$ cat config.mk
export PLATFORM = sky130hd
export DESIGN_NAME = fcu_counter
export DESIGN_NICKNAME = d
export VERILOG_FILES = /design/src/fcu_pkg.sv /design/src/fcu_counter.sv /design/src/fcu_prescaler.sv
export SDC_FILE = /design/constraint.sdc
export NUM_CORES = 1
export LEC_CHECK = 0
export ABC_AREA = 0
export BUFFER_PORTS_ARGS = -buffer_cell sky130_fd_sc_hd__buf_2
export CORE_MARGIN = 2
export CORE_UTILIZATION = 52
export CTS_BUF_LIST = sky130_fd_sc_hd__clkbuf_4 sky130_fd_sc_hd__clkbuf_8 sky130_fd_sc_hd__clkbuf_16
export DETAILED_ROUTE_END_ITERATION = 7
export HOLD_SLACK_MARGIN = 0.1
export PLACE_DENSITY = 0.8
export RECOVER_POWER = 100
export SLEW_MARGIN = 20
export SYNTH_ARGS = -nofsm -noshare
export SYNTH_HDL_FRONTEND = slang
export SYNTH_SLANG_ARGS = --single-unit
$ cat constraint.sdc
create_clock -name mclk -period 4 [get_ports mclk]
set_input_delay 0.8 -clock mclk [delete_from_list [all_inputs] [get_ports mclk]]
set_output_delay 0.8 -clock mclk [all_outputs]
set_load 0.03 [all_outputs]
$ cat src/fcu_pkg.sv
package fcu_pkg;

  // ==========================================================
  // register byte offsets
  localparam logic [7:0] FCU_OFF_STATUS_IRQ_CONTROL = 8'h00;
  localparam logic [7:0] FCU_OFF_COUNT_VALUE        = 8'h04;
  localparam logic [7:0] FCU_OFF_EVENT_STATUS       = 8'h08;
  localparam logic [7:0] FCU_OFF_EVENT_MASK         = 8'h0C;
  localparam logic [7:0] FCU_OFF_PRESCALER_CTRL     = 8'h10;

  // ==========================================================
  // status_irq_control field positions
  localparam int FCU_BIT_OVERFLOW  = 15;
  localparam int FCU_LVL_HI        = 14;
  localparam int FCU_LVL_LO        = 12;
  localparam int FCU_BIT_ARB_TOP   = 11;
  localparam int FCU_BIT_DRIVE_A   = 9;
  localparam int FCU_BIT_DRIVE_B   = 8;
  localparam int FCU_BIT_PIN       = 7;
  localparam int FCU_CLK_HI        = 2;
  localparam int FCU_CLK_LO        = 0;

  // ==========================================================
  // prescaler_ctrl field positions
  localparam int FCU_BIT_RUN       = 0;
  localparam int FCU_BIT_DIV3      = 1;
  localparam int FCU_TAP6_HI       = 3;
  localparam int FCU_TAP6_LO       = 2;

  // ==========================================================
  // event status and mask bits
  localparam int FCU_EVT_OVERFLOW  = 0;
  localparam int FCU_EVT_EXT_EDGE  = 1;
  localparam int FCU_EVT_W         = 2;

  // ==========================================================
  // reset values and counter limits
  localparam logic [15:0] FCU_COUNT_RESET = 16'h0000;
  localparam logic [15:0] FCU_COUNT_MAX   = 16'hFFFF;
  localparam logic [2:0]  FCU_LVL_RESET   = 3'h0;
  localparam logic [2:0]  FCU_CLK_RESET   = 3'h0;
  localparam logic [1:0]  FCU_TAP6_RESET  = 2'h0;

  // ==========================================================
  // clock select codes
  localparam logic [2:0]  FCU_CLK_EXT_FALL = 3'h6;
  localparam logic [2:0]  FCU_CLK_EXT_RISE = 3'h7;
  localparam int          FCU_TAP_N        = 6;

  // ==========================================================
  // bus constants
  localparam logic [2:0]  FCU_HSIZE_WORD = 3'h2;

endpackage

$ cat src/fcu_counter.sv
`timescale 1ns/1ps
`default_nettype none

// How it works
// - overflow_flag sets when the count rolls from FFFF to 0000.
// - flag set with nonzero level raises an interrupt request at that level.
// - an overflow between the arming read and clearing write keeps the flag.
// - 3-bit level field at 14:12, resets to zero, zero disables.
// - bit 11 is the top bit of the arbitration id, rest from outside.
// - each requester needs a unique arbitration id; we present ours.
// - drive bits 9:8 select time-base bus A, B, both or none.
// - bit 7 reads the synchronised pin, read-only, untouched by reset.
// - clock select 000 to 101 picks prescaler taps 1 to 6.
// - clock select 110 counts falling pin edges, 111 rising ones.
// - taps divide by 2..32 or 3..48, tap six 64..512 or 96..768.
// - count_value is a 16-bit read/write register cleared by reset.
// - reserved bits and addresses read zero and ignore writes.
// - nothing counts until software sets the prescaler run bit.
// - writing zero while the count is FFFF sets no overflow.

module fcu_counter
  import fcu_pkg::*;
#(
  parameter int CHAIN_W = 8
)
(
  // clock and reset
  input  wire logic         mclk,
  input  wire logic         rst_n,
  // ahb-lite slave
  input  wire logic         hsel,
  input  wire logic [7:0]   haddr,
  input  wire logic [1:0]   htrans,
  input  wire logic         hwrite,
  input  wire logic [2:0]   hsize,
  input  wire logic [31:0]  hwdata,
  input  wire logic         hready,
  output logic              hreadyout,
  output logic [31:0]       hrdata,
  output logic              hresp,
  // external count input
  input  wire logic         count_input_pin,
  // arbitration low bits from bus interface unit
  input  wire logic [2:0]   arbitration_id_low,
  // intermodule bus interrupt request
  output logic              irq_request,
  output logic [2:0]        irq_priority_level,
  output logic [3:0]        arbitration_id,
  // time-base buses
  output logic [15:0]       timebase_a,
  output logic              timebase_a_en,
  output logic [15:0]       timebase_b,
  output logic              timebase_b_en,
  // event interrupt
  output logic              irq
);

  // ==========================================================
  // reset synchroniser
  logic rst_meta_r;
  logic rst_sync_n;

  always_ff @(posedge mclk or negedge rst_n)
  begin
    if (!rst_n)
    begin
      rst_meta_r <= 1'b0;
      rst_sync_n <= 1'b0;
    end
    else
    begin
      rst_meta_r <= 1'b1;
      rst_sync_n <= rst_meta_r;
    end
  end

  // ==========================================================
  // registers
  logic [15:0]          count_r;
  logic [15:0]          count_nxt;
  logic                 overflow_flag_r;
  logic                 overflow_flag_nxt;
  logic                 armed_r;
  logic                 armed_nxt;
  logic [2:0]           level_r;
  logic                 arb_top_r;
  logic                 drive_a_r;
  logic                 drive_b_r;
  logic [2:0]           clk_sel_r;
  logic [2:0]           clk_sel_prev_r;
  logic                 run_r;
  logic                 div3_r;
  logic [1:0]           tap6_r;
  logic [FCU_EVT_W-1:0] evt_status_r;
  logic [FCU_EVT_W-1:0] evt_status_nxt;
  logic [FCU_EVT_W-1:0] evt_mask_r;

  // ==========================================================
  // bus phase tracking
  logic        wr_pend_r;
  logic        rd_pend_r;
  logic [7:0]  addr_r;
  logic        size_ok_r;
  logic        addr_phase;
  logic        wr_en;
  logic        wr_status;
  logic        wr_count;
  logic        wr_evt_status;
  logic        wr_evt_mask;
  logic        wr_presc;
  logic        rd_status;
  logic [31:0] rd_mux;

  assign addr_phase    = hsel && htrans[1] && hready;
  assign wr_en         = wr_pend_r && size_ok_r;
  assign wr_status     = wr_en && (addr_r == FCU_OFF_STATUS_IRQ_CONTROL);
  assign wr_count      = wr_en && (addr_r == FCU_OFF_COUNT_VALUE);
  assign wr_evt_status = wr_en && (addr_r == FCU_OFF_EVENT_STATUS);
  assign wr_evt_mask   = wr_en && (addr_r == FCU_OFF_EVENT_MASK);
  assign wr_presc      = wr_en && (addr_r == FCU_OFF_PRESCALER_CTRL);
  assign rd_status     = rd_pend_r && (addr_r == FCU_OFF_STATUS_IRQ_CONTROL);
  assign hreadyout     = !rd_pend_r;
  assign hresp         = 1'b0;

  always_ff @(posedge mclk or negedge rst_sync_n)
  begin
    if (!rst_sync_n)
    begin
      wr_pend_r <= 1'b0;
      rd_pend_r <= 1'b0;
      addr_r    <= 8'h00;
      size_ok_r <= 1'b0;
    end
    else
    begin
      wr_pend_r <= addr_phase && hwrite;
      rd_pend_r <= addr_phase && !hwrite;
      if (addr_phase)
      begin
        addr_r    <= haddr;
        size_ok_r <= (hsize == FCU_HSIZE_WORD);
      end
    end
  end

  // ==========================================================
  // pin synchroniser, no reset so reset leaves it alone
  logic pin_meta_r;
  logic pin_sync_r;
  logic pin_prev_r;

  always_ff @(posedge mclk)
  begin
    pin_meta_r <= count_input_pin;
    pin_sync_r <= pin_meta_r;
    pin_prev_r <= pin_sync_r;
  end

  // ==========================================================
  // prescaler taps
  logic [FCU_TAP_N-1:0] tap_pulse;

  fcu_prescaler #(
    .CHAIN_W   (CHAIN_W)
  ) u_prescaler (
    .mclk      (mclk),
    .rst_n     (rst_sync_n),
    .run       (run_r),
    .div3_sel  (div3_r),
    .tap6_sel  (tap6_r),
    .tap_pulse (tap_pulse)
  );

  // ==========================================================
  // clock source selection
  logic sel_stable;
  logic ext_fall;
  logic ext_rise;
  logic ext_edge;
  logic count_tick;
  logic ovf_event;
  logic flag_clear;

  assign sel_stable = (clk_sel_r == clk_sel_prev_r);
  assign ext_fall   = pin_prev_r && !pin_sync_r;
  assign ext_rise   = !pin_prev_r && pin_sync_r;
  assign ext_edge   = run_r && sel_stable &&
                      (((clk_sel_r == FCU_CLK_EXT_FALL) && ext_fall) ||
                       ((clk_sel_r == FCU_CLK_EXT_RISE) && ext_rise));
  assign count_tick = run_r && sel_stable &&
                      ((clk_sel_r < FCU_CLK_EXT_FALL) ? tap_pulse[clk_sel_r]
                                                      : ext_edge);

  // ==========================================================
  // counter and overflow
  assign count_nxt  = wr_count ? hwdata[15:0]
                    : (count_tick ? count_r + 16'h0001 : count_r);
  assign ovf_event  = count_tick && !wr_count && (count_r == FCU_COUNT_MAX);
  assign flag_clear = wr_status && armed_r && !hwdata[FCU_BIT_OVERFLOW];
  assign overflow_flag_nxt = ovf_event || (overflow_flag_r && !flag_clear);
  assign armed_nxt  = ovf_event ? 1'b0
                    : (rd_status && overflow_flag_r) ? 1'b1
                    : (wr_status ? 1'b0 : armed_r);

  always_ff @(posedge mclk or negedge rst_sync_n)
  begin
    if (!rst_sync_n)
    begin
      count_r         <= FCU_COUNT_RESET;
      overflow_flag_r <= 1'b0;
      armed_r         <= 1'b0;
    end
    else
    begin
      count_r         <= count_nxt;
      overflow_flag_r <= overflow_flag_nxt;
      armed_r         <= armed_nxt;
    end
  end

  // ==========================================================
  // control fields
  always_ff @(posedge mclk or negedge rst_sync_n)
  begin
    if (!rst_sync_n)
    begin
      level_r        <= FCU_LVL_RESET;
      arb_top_r      <= 1'b0;
      drive_a_r      <= 1'b0;
      drive_b_r      <= 1'b0;
      clk_sel_r      <= FCU_CLK_RESET;
      clk_sel_prev_r <= FCU_CLK_RESET;
      run_r          <= 1'b0;
      div3_r         <= 1'b0;
      tap6_r         <= FCU_TAP6_RESET;
    end
    else
    begin
      clk_sel_prev_r <= clk_sel_r;
      if (wr_status)
      begin
        level_r   <= hwdata[FCU_LVL_HI:FCU_LVL_LO];
        arb_top_r <= hwdata[FCU_BIT_ARB_TOP];
        drive_a_r <= hwdata[FCU_BIT_DRIVE_A];
        drive_b_r <= hwdata[FCU_BIT_DRIVE_B];
        clk_sel_r <= hwdata[FCU_CLK_HI:FCU_CLK_LO];
      end
      if (wr_presc)
      begin
        run_r  <= hwdata[FCU_BIT_RUN];
        div3_r <= hwdata[FCU_BIT_DIV3];
        tap6_r <= hwdata[FCU_TAP6_HI:FCU_TAP6_LO];
      end
    end
  end

  // ==========================================================
  // event status, set wins over write-one-clear
  logic [FCU_EVT_W-1:0] evt_set;

  assign evt_set = {ext_edge, ovf_event};
  assign evt_status_nxt = evt_set |
                          (evt_status_r & ~(wr_evt_status ? hwdata[FCU_EVT_W-1:0] : '0));

  always_ff @(posedge mclk or negedge rst_sync_n)
  begin
    if (!rst_sync_n)
    begin
      evt_status_r <= '0;
      evt_mask_r   <= '0;
      irq          <= 1'b0;
    end
    else
    begin
      evt_status_r <= evt_status_nxt;
      if (wr_evt_mask)
      begin
        evt_mask_r <= hwdata[FCU_EVT_W-1:0];
      end
      irq <= |(evt_status_nxt & (wr_evt_mask ? hwdata[FCU_EVT_W-1:0] : evt_mask_r));
    end
  end

  // ==========================================================
  // read mux, reserved bits and addresses read zero
  logic [15:0] status_word;

  assign status_word = {overflow_flag_r, level_r, arb_top_r, 1'b0, drive_a_r, drive_b_r,
                        pin_sync_r, 4'h0, clk_sel_r};

  always_comb
  begin
    rd_mux = 32'h0000_0000;
    unique case (addr_r)
      FCU_OFF_STATUS_IRQ_CONTROL: rd_mux = {16'h0000, status_word};
      FCU_OFF_COUNT_VALUE:        rd_mux = {16'h0000, count_r};
      FCU_OFF_EVENT_STATUS:       rd_mux = {30'h0000_0000, evt_status_r};
      FCU_OFF_EVENT_MASK:         rd_mux = {30'h0000_0000, evt_mask_r};
      FCU_OFF_PRESCALER_CTRL:     rd_mux = {28'h000_0000, tap6_r, div3_r, run_r};
      default:                    rd_mux = 32'h0000_0000;
    endcase
  end

  always_ff @(posedge mclk or negedge rst_sync_n)
  begin
    if (!rst_sync_n)
    begin
      hrdata <= 32'h0000_0000;
    end
    else if (rd_pend_r)
    begin
      hrdata <= rd_mux;
    end
  end

  // ==========================================================
  // interrupt request and time-base outputs
  always_ff @(posedge mclk or negedge rst_sync_n)
  begin
    if (!rst_sync_n)
    begin
      irq_request        <= 1'b0;
      irq_priority_level <= FCU_LVL_RESET;
      arbitration_id     <= 4'h0;
      timebase_a         <= FCU_COUNT_RESET;
      timebase_b         <= FCU_COUNT_RESET;
      timebase_a_en      <= 1'b0;
      timebase_b_en      <= 1'b0;
    end
    else
    begin
      irq_request        <= overflow_flag_nxt && (level_r != 3'h0);
      irq_priority_level <= level_r;
      arbitration_id     <= {arb_top_r, arbitration_id_low};
      timebase_a         <= count_nxt;
      timebase_b         <= count_nxt;
      timebase_a_en      <= drive_a_r;
      timebase_b_en      <= drive_b_r;
    end
  end

endmodule // fcu_counter

`default_nettype wire

$ cat src/fcu_prescaler.sv
`timescale 1ns/1ps
`default_nettype none

module fcu_prescaler
  import fcu_pkg::*;
#(
  parameter int CHAIN_W = 8
)
(
  // clock and reset
  input  wire logic         mclk,
  input  wire logic         rst_n,
  // control
  input  wire logic         run,
  input  wire logic         div3_sel,
  input  wire logic [1:0]   tap6_sel,
  // tap enables
  output logic [FCU_TAP_N-1:0] tap_pulse
);

  // ==========================================================
  // low n bits of the chain all ones
  function automatic logic low_ones(input logic [CHAIN_W-1:0] cnt, input int n);
    logic [CHAIN_W-1:0] mask;
    mask = CHAIN_W'((1 << n) - 1);
    return &(cnt | ~mask);
  endfunction

  logic [1:0]          base_cnt_r;
  logic [1:0]          base_cnt_nxt;
  logic [CHAIN_W-1:0]  chain_r;
  logic [CHAIN_W-1:0]  chain_nxt;
  logic                base_pulse;
  logic [FCU_TAP_N-1:0] tap_nxt;

  // ==========================================================
  // base divider, by 2 or by 3
  assign base_pulse   = run && (div3_sel ? (base_cnt_r == 2'h2) : (base_cnt_r == 2'h1));
  assign base_cnt_nxt = (!run || base_pulse) ? 2'h0 : base_cnt_r + 2'h1;
  assign chain_nxt    = !run ? '0 : (base_pulse ? chain_r + CHAIN_W'(1) : chain_r);

  // ==========================================================
  // tap decode, taps 2 to 5 twice the previous, tap six 2, 4, 8 or 16 times tap five
  assign tap_nxt[0] = base_pulse;
  genvar k;
  generate
    for (k = 1; k < FCU_TAP_N - 1; k++)
    begin : g_tap
      assign tap_nxt[k] = base_pulse && low_ones(chain_r, k);
    end
  endgenerate
  assign tap_nxt[FCU_TAP_N-1] = base_pulse && low_ones(chain_r, 5 + int'(tap6_sel));

  always_ff @(posedge mclk or negedge rst_n)
  begin
    if (!rst_n)
    begin
      base_cnt_r <= 2'h0;
      chain_r    <= '0;
      tap_pulse  <= '0;
    end
    else
    begin
      base_cnt_r <= base_cnt_nxt;
      chain_r    <= chain_nxt;
      tap_pulse  <= tap_nxt;
    end
  end

endmodule // fcu_prescaler

`default_nettype wire
# After elaboration in Yosys (flattened, before gate mapping)
# Cells that the tools add are included.
[totals]
register_bits = 113
input_bits = 54
out_inout_bits = 77
word_cells = 125
[classes]
add_sub_neg = 5
n_lt_le_gt_ge = 2
eq_ne = 12
shift = 1
muxes = 15
n_bitwise = 6
reduce_logical = 51
[op_table]
columns = ["operator", "n"]
rows = [
  ["case mux 16 bit (5 select lines)", 1],
  ["two-way mux 16 bit", 2],
  ["<< shifter 1 x 32 -> 8 bit, first input constant", 1],
  ["logical AND 1 bit", 31],
  ["adder 16 x 1 -> 16 bit, second input constant", 1],
  ["== test 16 bit, second input constant", 1],
  ["== test 8 x 4 -> 1 bit, second input constant", 2],
  ["two-way mux 8 bit", 2],
  ["adder 8 x 1 -> 8 bit, second input constant", 1],
  ["== test 8 x 3 -> 1 bit, second input constant", 1],
  ["== test 8 x 5 -> 1 bit, second input constant", 1],
  ["zero test 1 bit", 8],
  ["zero test 8 bit", 1],
  ["inverter 8 bit", 1],
  ["OR 8 bit", 1],
  ["AND reduction 8 bit", 1],
  ["subtractor 8 x 2 -> 8 bit, second input constant", 1],
  ["== test 3 bit, second input constant", 2],
  ["two-way mux 1 bit", 6],
  ["two-way mux 2 bit", 3],
  ["nonzero test 3 bit", 2],
  ["adder 3 x 2 -> 4 bit, first input constant", 1],
  ["AND 2 bit", 2],
  ["less-than comparator 3 x 4 -> 1 bit, second input constant", 1],
  ["16 further kinds", 18],
]

# Logic depth before layout (Yosys ltp)
[depth]
ltp_word = 12
mapped_depth = 8
depth_no_buf = 6

# Modules after synthesis
# Synthesis repeated with hierarchy kept, for this count alone.
[hier_totals]
cells_unflattened = 422
hier_area_um2 = 4576.9
[by_module_without_submodules]
columns = ["module", "instances", "cells_per_inst", "area_per_inst_um2", "seq_area_each_um2"]
rows = [
  ["fcu_counter", 1, 347, 3778.6, 2011.9],
  ["fcu_prescaler", 1, 75, 798.3, 400.4],
]

# Worst setup path before layout
# Ideal clock, no wire load.
[synth_timing]
path_kind = "register to register"
from = "register timebase_b[4] (netlist name)"
to = "register irq"
setup_time_ns = 0.065
arrival_time_ns = 1.849
required_ns = 3.935
path_slack_ns = 2.086
stages_incl_launch_ff = 7
path_buffers = 0
period_less_slack_ns = 1.914
path_cell_list = "dfrtp_1 and4_1 and2_1 nand3_2 nor4b_2 a21oi_1 a2bb2o_1"
[synth_lines]
columns = ["item", "line", "source"]
rows = [
  ["to (signal assigned)", "fcu_counter.sv:280", "irq <= |(evt_status_nxt & (wr_evt_mask ? hwdata[FCU_EVT_W-1:0] : evt_mask_r));"],
  ["to (decl)", "fcu_counter.sv:55", "output logic irq"],
]

# Worst setup path in the final report
[layout_timing]
from = "register addr_r[5]"
to = "register irq"
[layout_between]
elab_chain_len = 8
elab_cells_between_ends = 16
cone_classes = "eq/ne (3); mux (2); bitwise (4); reduce/logical (7)"
[layout_rtl]
columns = ["item", "line", "source"]
rows = [
  ["from (decl)", "fcu_counter.sv:102", "logic [7:0] addr_r;"],
  ["from (signal assigned)", "fcu_counter.sv:140", "addr_r <= haddr;"],
  ["== test 8 x 4 -> 1 bit / == test 8 x 3 -> 1 bit (equally long branches)", "fcu_counter.sv:118, fcu_counter.sv:117", ""],
  ["logical AND 1 bit (on tied branches)", "fcu_counter.sv:118, fcu_counter.sv:117", ""],
  ["two-way mux 2 bit / zero test 1 bit (equally long branches)", "fcu_counter.sv:263, fcu_counter.sv:198", ""],
  ["inverter 2 bit / logical AND 1 bit (equally long branches)", "fcu_counter.sv:263, fcu_counter.sv:198", ""],
  ["AND 2 bit / logical AND 1 bit (equally long branches)", "fcu_counter.sv:263, fcu_counter.sv:198", ""],
  ["OR 2 bit", "fcu_counter.sv:262", "assign evt_status_nxt = evt_set |"],
  ["AND 2 bit *", "fcu_counter.sv:280", ""],
  ["OR reduction 2 bit *", "fcu_counter.sv:280", ""],
]
# Mark *: on every way between the ends. The rest lies on a longest branch, timed or not.
# A chain may end at the register's enable or synchronous reset.

==> metrics.cfg <==
[synth]
yosysWarnings=0
synth-simple-area-share=0.1422
synth_compound_area_frac=0.1013
synth-adder-area-share=0.01113
async_flop_share=0.9691
ys_types=51
ys_seq_elements=97
synth_edf_count=0
postSynthAreaPerCell_sq_um=11.33
syn_area_sq_mm=0.004497
synth_seq_area_share=0.5364
synth_top_family_by_area=simple AND/OR/NAND/NOR gates
muxShareOfSynthArea=0.07067
syn_inst=397
ys.flop_type=dfrtp_1
synth_xor_area_frac=0.04841

[finish]
diodes=0
fillCellCount=695
drive_gt1_frac=0.1795
fin_nets=532
final-seq-area_sq_mm=0.002412
multi_input_area_sq_mm=0.001748
area.growth.synth_to_final_pct=11.02

[floorplanning]
dieWidth_um=97.00
coreArea_sq_mm=0.008299
num_rows=33
io_pins=131
fp.dieH_um=97.00
die_area_sq_mm=0.009408
start_util=0.5418

[setup_path]
critPathLaunchType=flip-flop
crit_type=flip-flop to flip-flop
startpoint=addr_r[5]
max_stage_delay_ps=560
reg2reg_slack_ps=1010
reg2reg_to=irq
end_kind=flip-flop
cp_top_family=simple AND/OR/NAND/NOR gates
ff2ff_path_depth=7
arrival_ps=3230
cp_max_fo=33
worstReg2RegStart=addr_r[5]
crit_chain=nor3_1 -> and3_1 -> nand2_1 -> clkbuf_1 -> nor4b_2 -> a21oi_1 -> a2bb2o_1
cpMaxStageDelayCell=and3_1
crit_required_ps=4240
worst-path-buf-inv=1

[sta]
fin_crit_sh=0.7463
finalClockSkew_ps=12.56
relSlewSlack=-0.7842
hold_viol=0
slew_violations=70
rsz0062_at_grt=no
fin_setup_tns_ps=0
fmax_mhz=335.0
worst_pin_slew_ps=2676
timing.final.setup_violations=0
layout_min_cycle_time_ps=2985
fin_ws_ps=1015

[outcome]
outcome=finished, violations left
violations=max-capacitance violations, max-slew violations

[placement]
dpl.hpwl_mm=6.571
routabilityCongestion=0.8249
port_buffers=96
pre_cts_ws_ps=1508

[drt]
avgRoutedWirePerCell_um=16.02
vias_per_cell=5.409
drtIter0Drc=151
drc=0
dr.pass1.iters=4
drt_wl_total_mm=9.353
vias=3159
drtAntennaViolNets=0

[grt]
overflow=0
antenna_found_initial=0
grt_pass1_vias=3067
grt_max_degree=70
gr-usage-all-layers=0.2072
grt_pass1_wl_mm=15.63

[clock_network]
tritoncts=done
root_buffer=clkbuf_8
insertion_delay_ps=360
clock-sinks=97
cts_setup_buffers=0
cts_resized=0
htreeDepth=3
numCtsBuffers=9
hold_buffers=0
clock_tree.buffer_depth=2
clk_pin_slew_ps=90

[job]
cap_violations=1

[min_path]
holdCritPathClass=primary input to async pin

[pwr]
powerDensity_mw_per_mm2=463.1
ir_drop_mv=0.3525
power_leakage_nw=2.164

==> how the worst max path moves through the flow <==
stage | cells past startpoint | endpoint | slack (ps)
global route | 7 | irq | 740
global placement | 7 | irq | 1530
floorplan | 0 | addr_r[0] | 1190
CTS | 7 | irq | 1490
detailed placement | 7 | irq | 1510
finish | 7 | irq | 1010
==> registers in the layout, summed over array words and instances (netlist names), 4 cells and up <==
| register | count |
|---|---|
| timebase_b | 16 |
| addr_r | 8 |
| arbitration_id | 4 |
| u_prescaler.tap_pulse | 6 |
| hrdata | 16 |
| u_prescaler.chain_r | 8 |
==> area by class of cell <==
type / count / share of cell area
Sequential cell: 97 / 0.4832
Multi-Input combinational cell: 254 / 0.3501
Timing Repair Buffer: 99 / 0.08396
Clock buffer: 11 / 0.02907
Tap cell: 105 / 0.02632
Clock inverter: 5 / 0.01754
Inverter: 13 / 0.009774
==> worst register-to-register path: stages (launching register included) <==
cell and delay, ps:
dfrtp_1 400, nor3_1 320, and3_1 560, nand2_1 110, clkbuf_1 560, nor4b_2 410
a21oi_1 180, a2bb2o_1 320
==> per-stage QoR <==
step                utilization  hold slack, ps  power, mW  area, sq um  std cells
floorplan                     -           309.6      1.528         4557        413
global placement         0.5840           315.9      1.616         4847        568
detailed placement       0.5840           315.3      1.632         4847        568
CTS                      0.6121           183.1      2.354         5080        584
global route             0.6015           189.0      2.410         4992        584
finish                   0.6015           206.5      2.312         4992        584
==> power by group <==
part	internal (mW)	leakage [nW]	switching [mW]
clock network	0.382	0.115	0.339
logic	0.122	0.864	0.293
registers	1.05	1.19	0.123
total	1.56	2.16	0.755
==> layer usage <==
metal | vias to the layer above | global-route usage | routed length (um)
met5 | - | 0 | 0
met4 | 0 | 0.06284 | 103
met3 | 10 | 0.05419 | 697
met2 | 141 | 0.3205 | 4396
met1 | 1526 | 0.2892 | 4156
li1 | 1482 | - | -
==> kinds of logic (layout without fill, tap and decap cells) <==
kind of cell | count (synthesis) | count (layout)
AOI/OAI and AO/OA | 63 | 63
xor gates and xnor gates | 24 | 24
adders and majority gates | 4 | 4
buffers and inverters | 62 | 128
DFF | 97 | 97
muxes | 29 | 29
other | 2 | 18
and+or+nand+nor | 116 | 116
==> placed cells by master (no fill, tap or decap), drive strengths merged, types with 2 or more instances in the layout <==
cell type and n:
dfrtp 94, clkbuf 74, buf 36, nor2 32
nand2 23, xnor2 22, mux2 22, a21oi 20
conb 18, inv 14, a22oi 10, nor4 10
and2 10, o2bb2ai 9, and3 8, nand3 8
mux2i 7, o21ai 6, a22o 6, nand4 5
nor3 5, nand2b 4, ha 4, a31oi 3
dfxtp 3, nor2b 3, nand3b 2, xor2 2
a221o 2, a221oi 2, bufinv 2, and4 2
==> synthesized netlist by cell type, drive strengths merged (3+ instances only) <==
cell	number	area, sq um
dfrtp	94	2352
buf	39	301.5
nor2	32	120.1
nand2	23	86.33
mux2	22	247.7
xnor2	22	200.2
a21oi	20	100.1
inv	13	48.80
a22oi	10	80.07
and2	10	62.56
nor4	10	81.33
clkbuf	9	33.78
o2bb2ai	9	78.83
and3	8	50.05
nand3	8	45.04
mux2i	7	70.07
a22o	6	52.55
o21ai	6	30.03
nand4	5	31.28
nor3	5	40.04
ha	4	50.05
nand2b	4	25.02
a31oi	3	18.77
dfxtp	3	60.06
nor2b	3	21.27
Power figures use the tool's default switching activity.
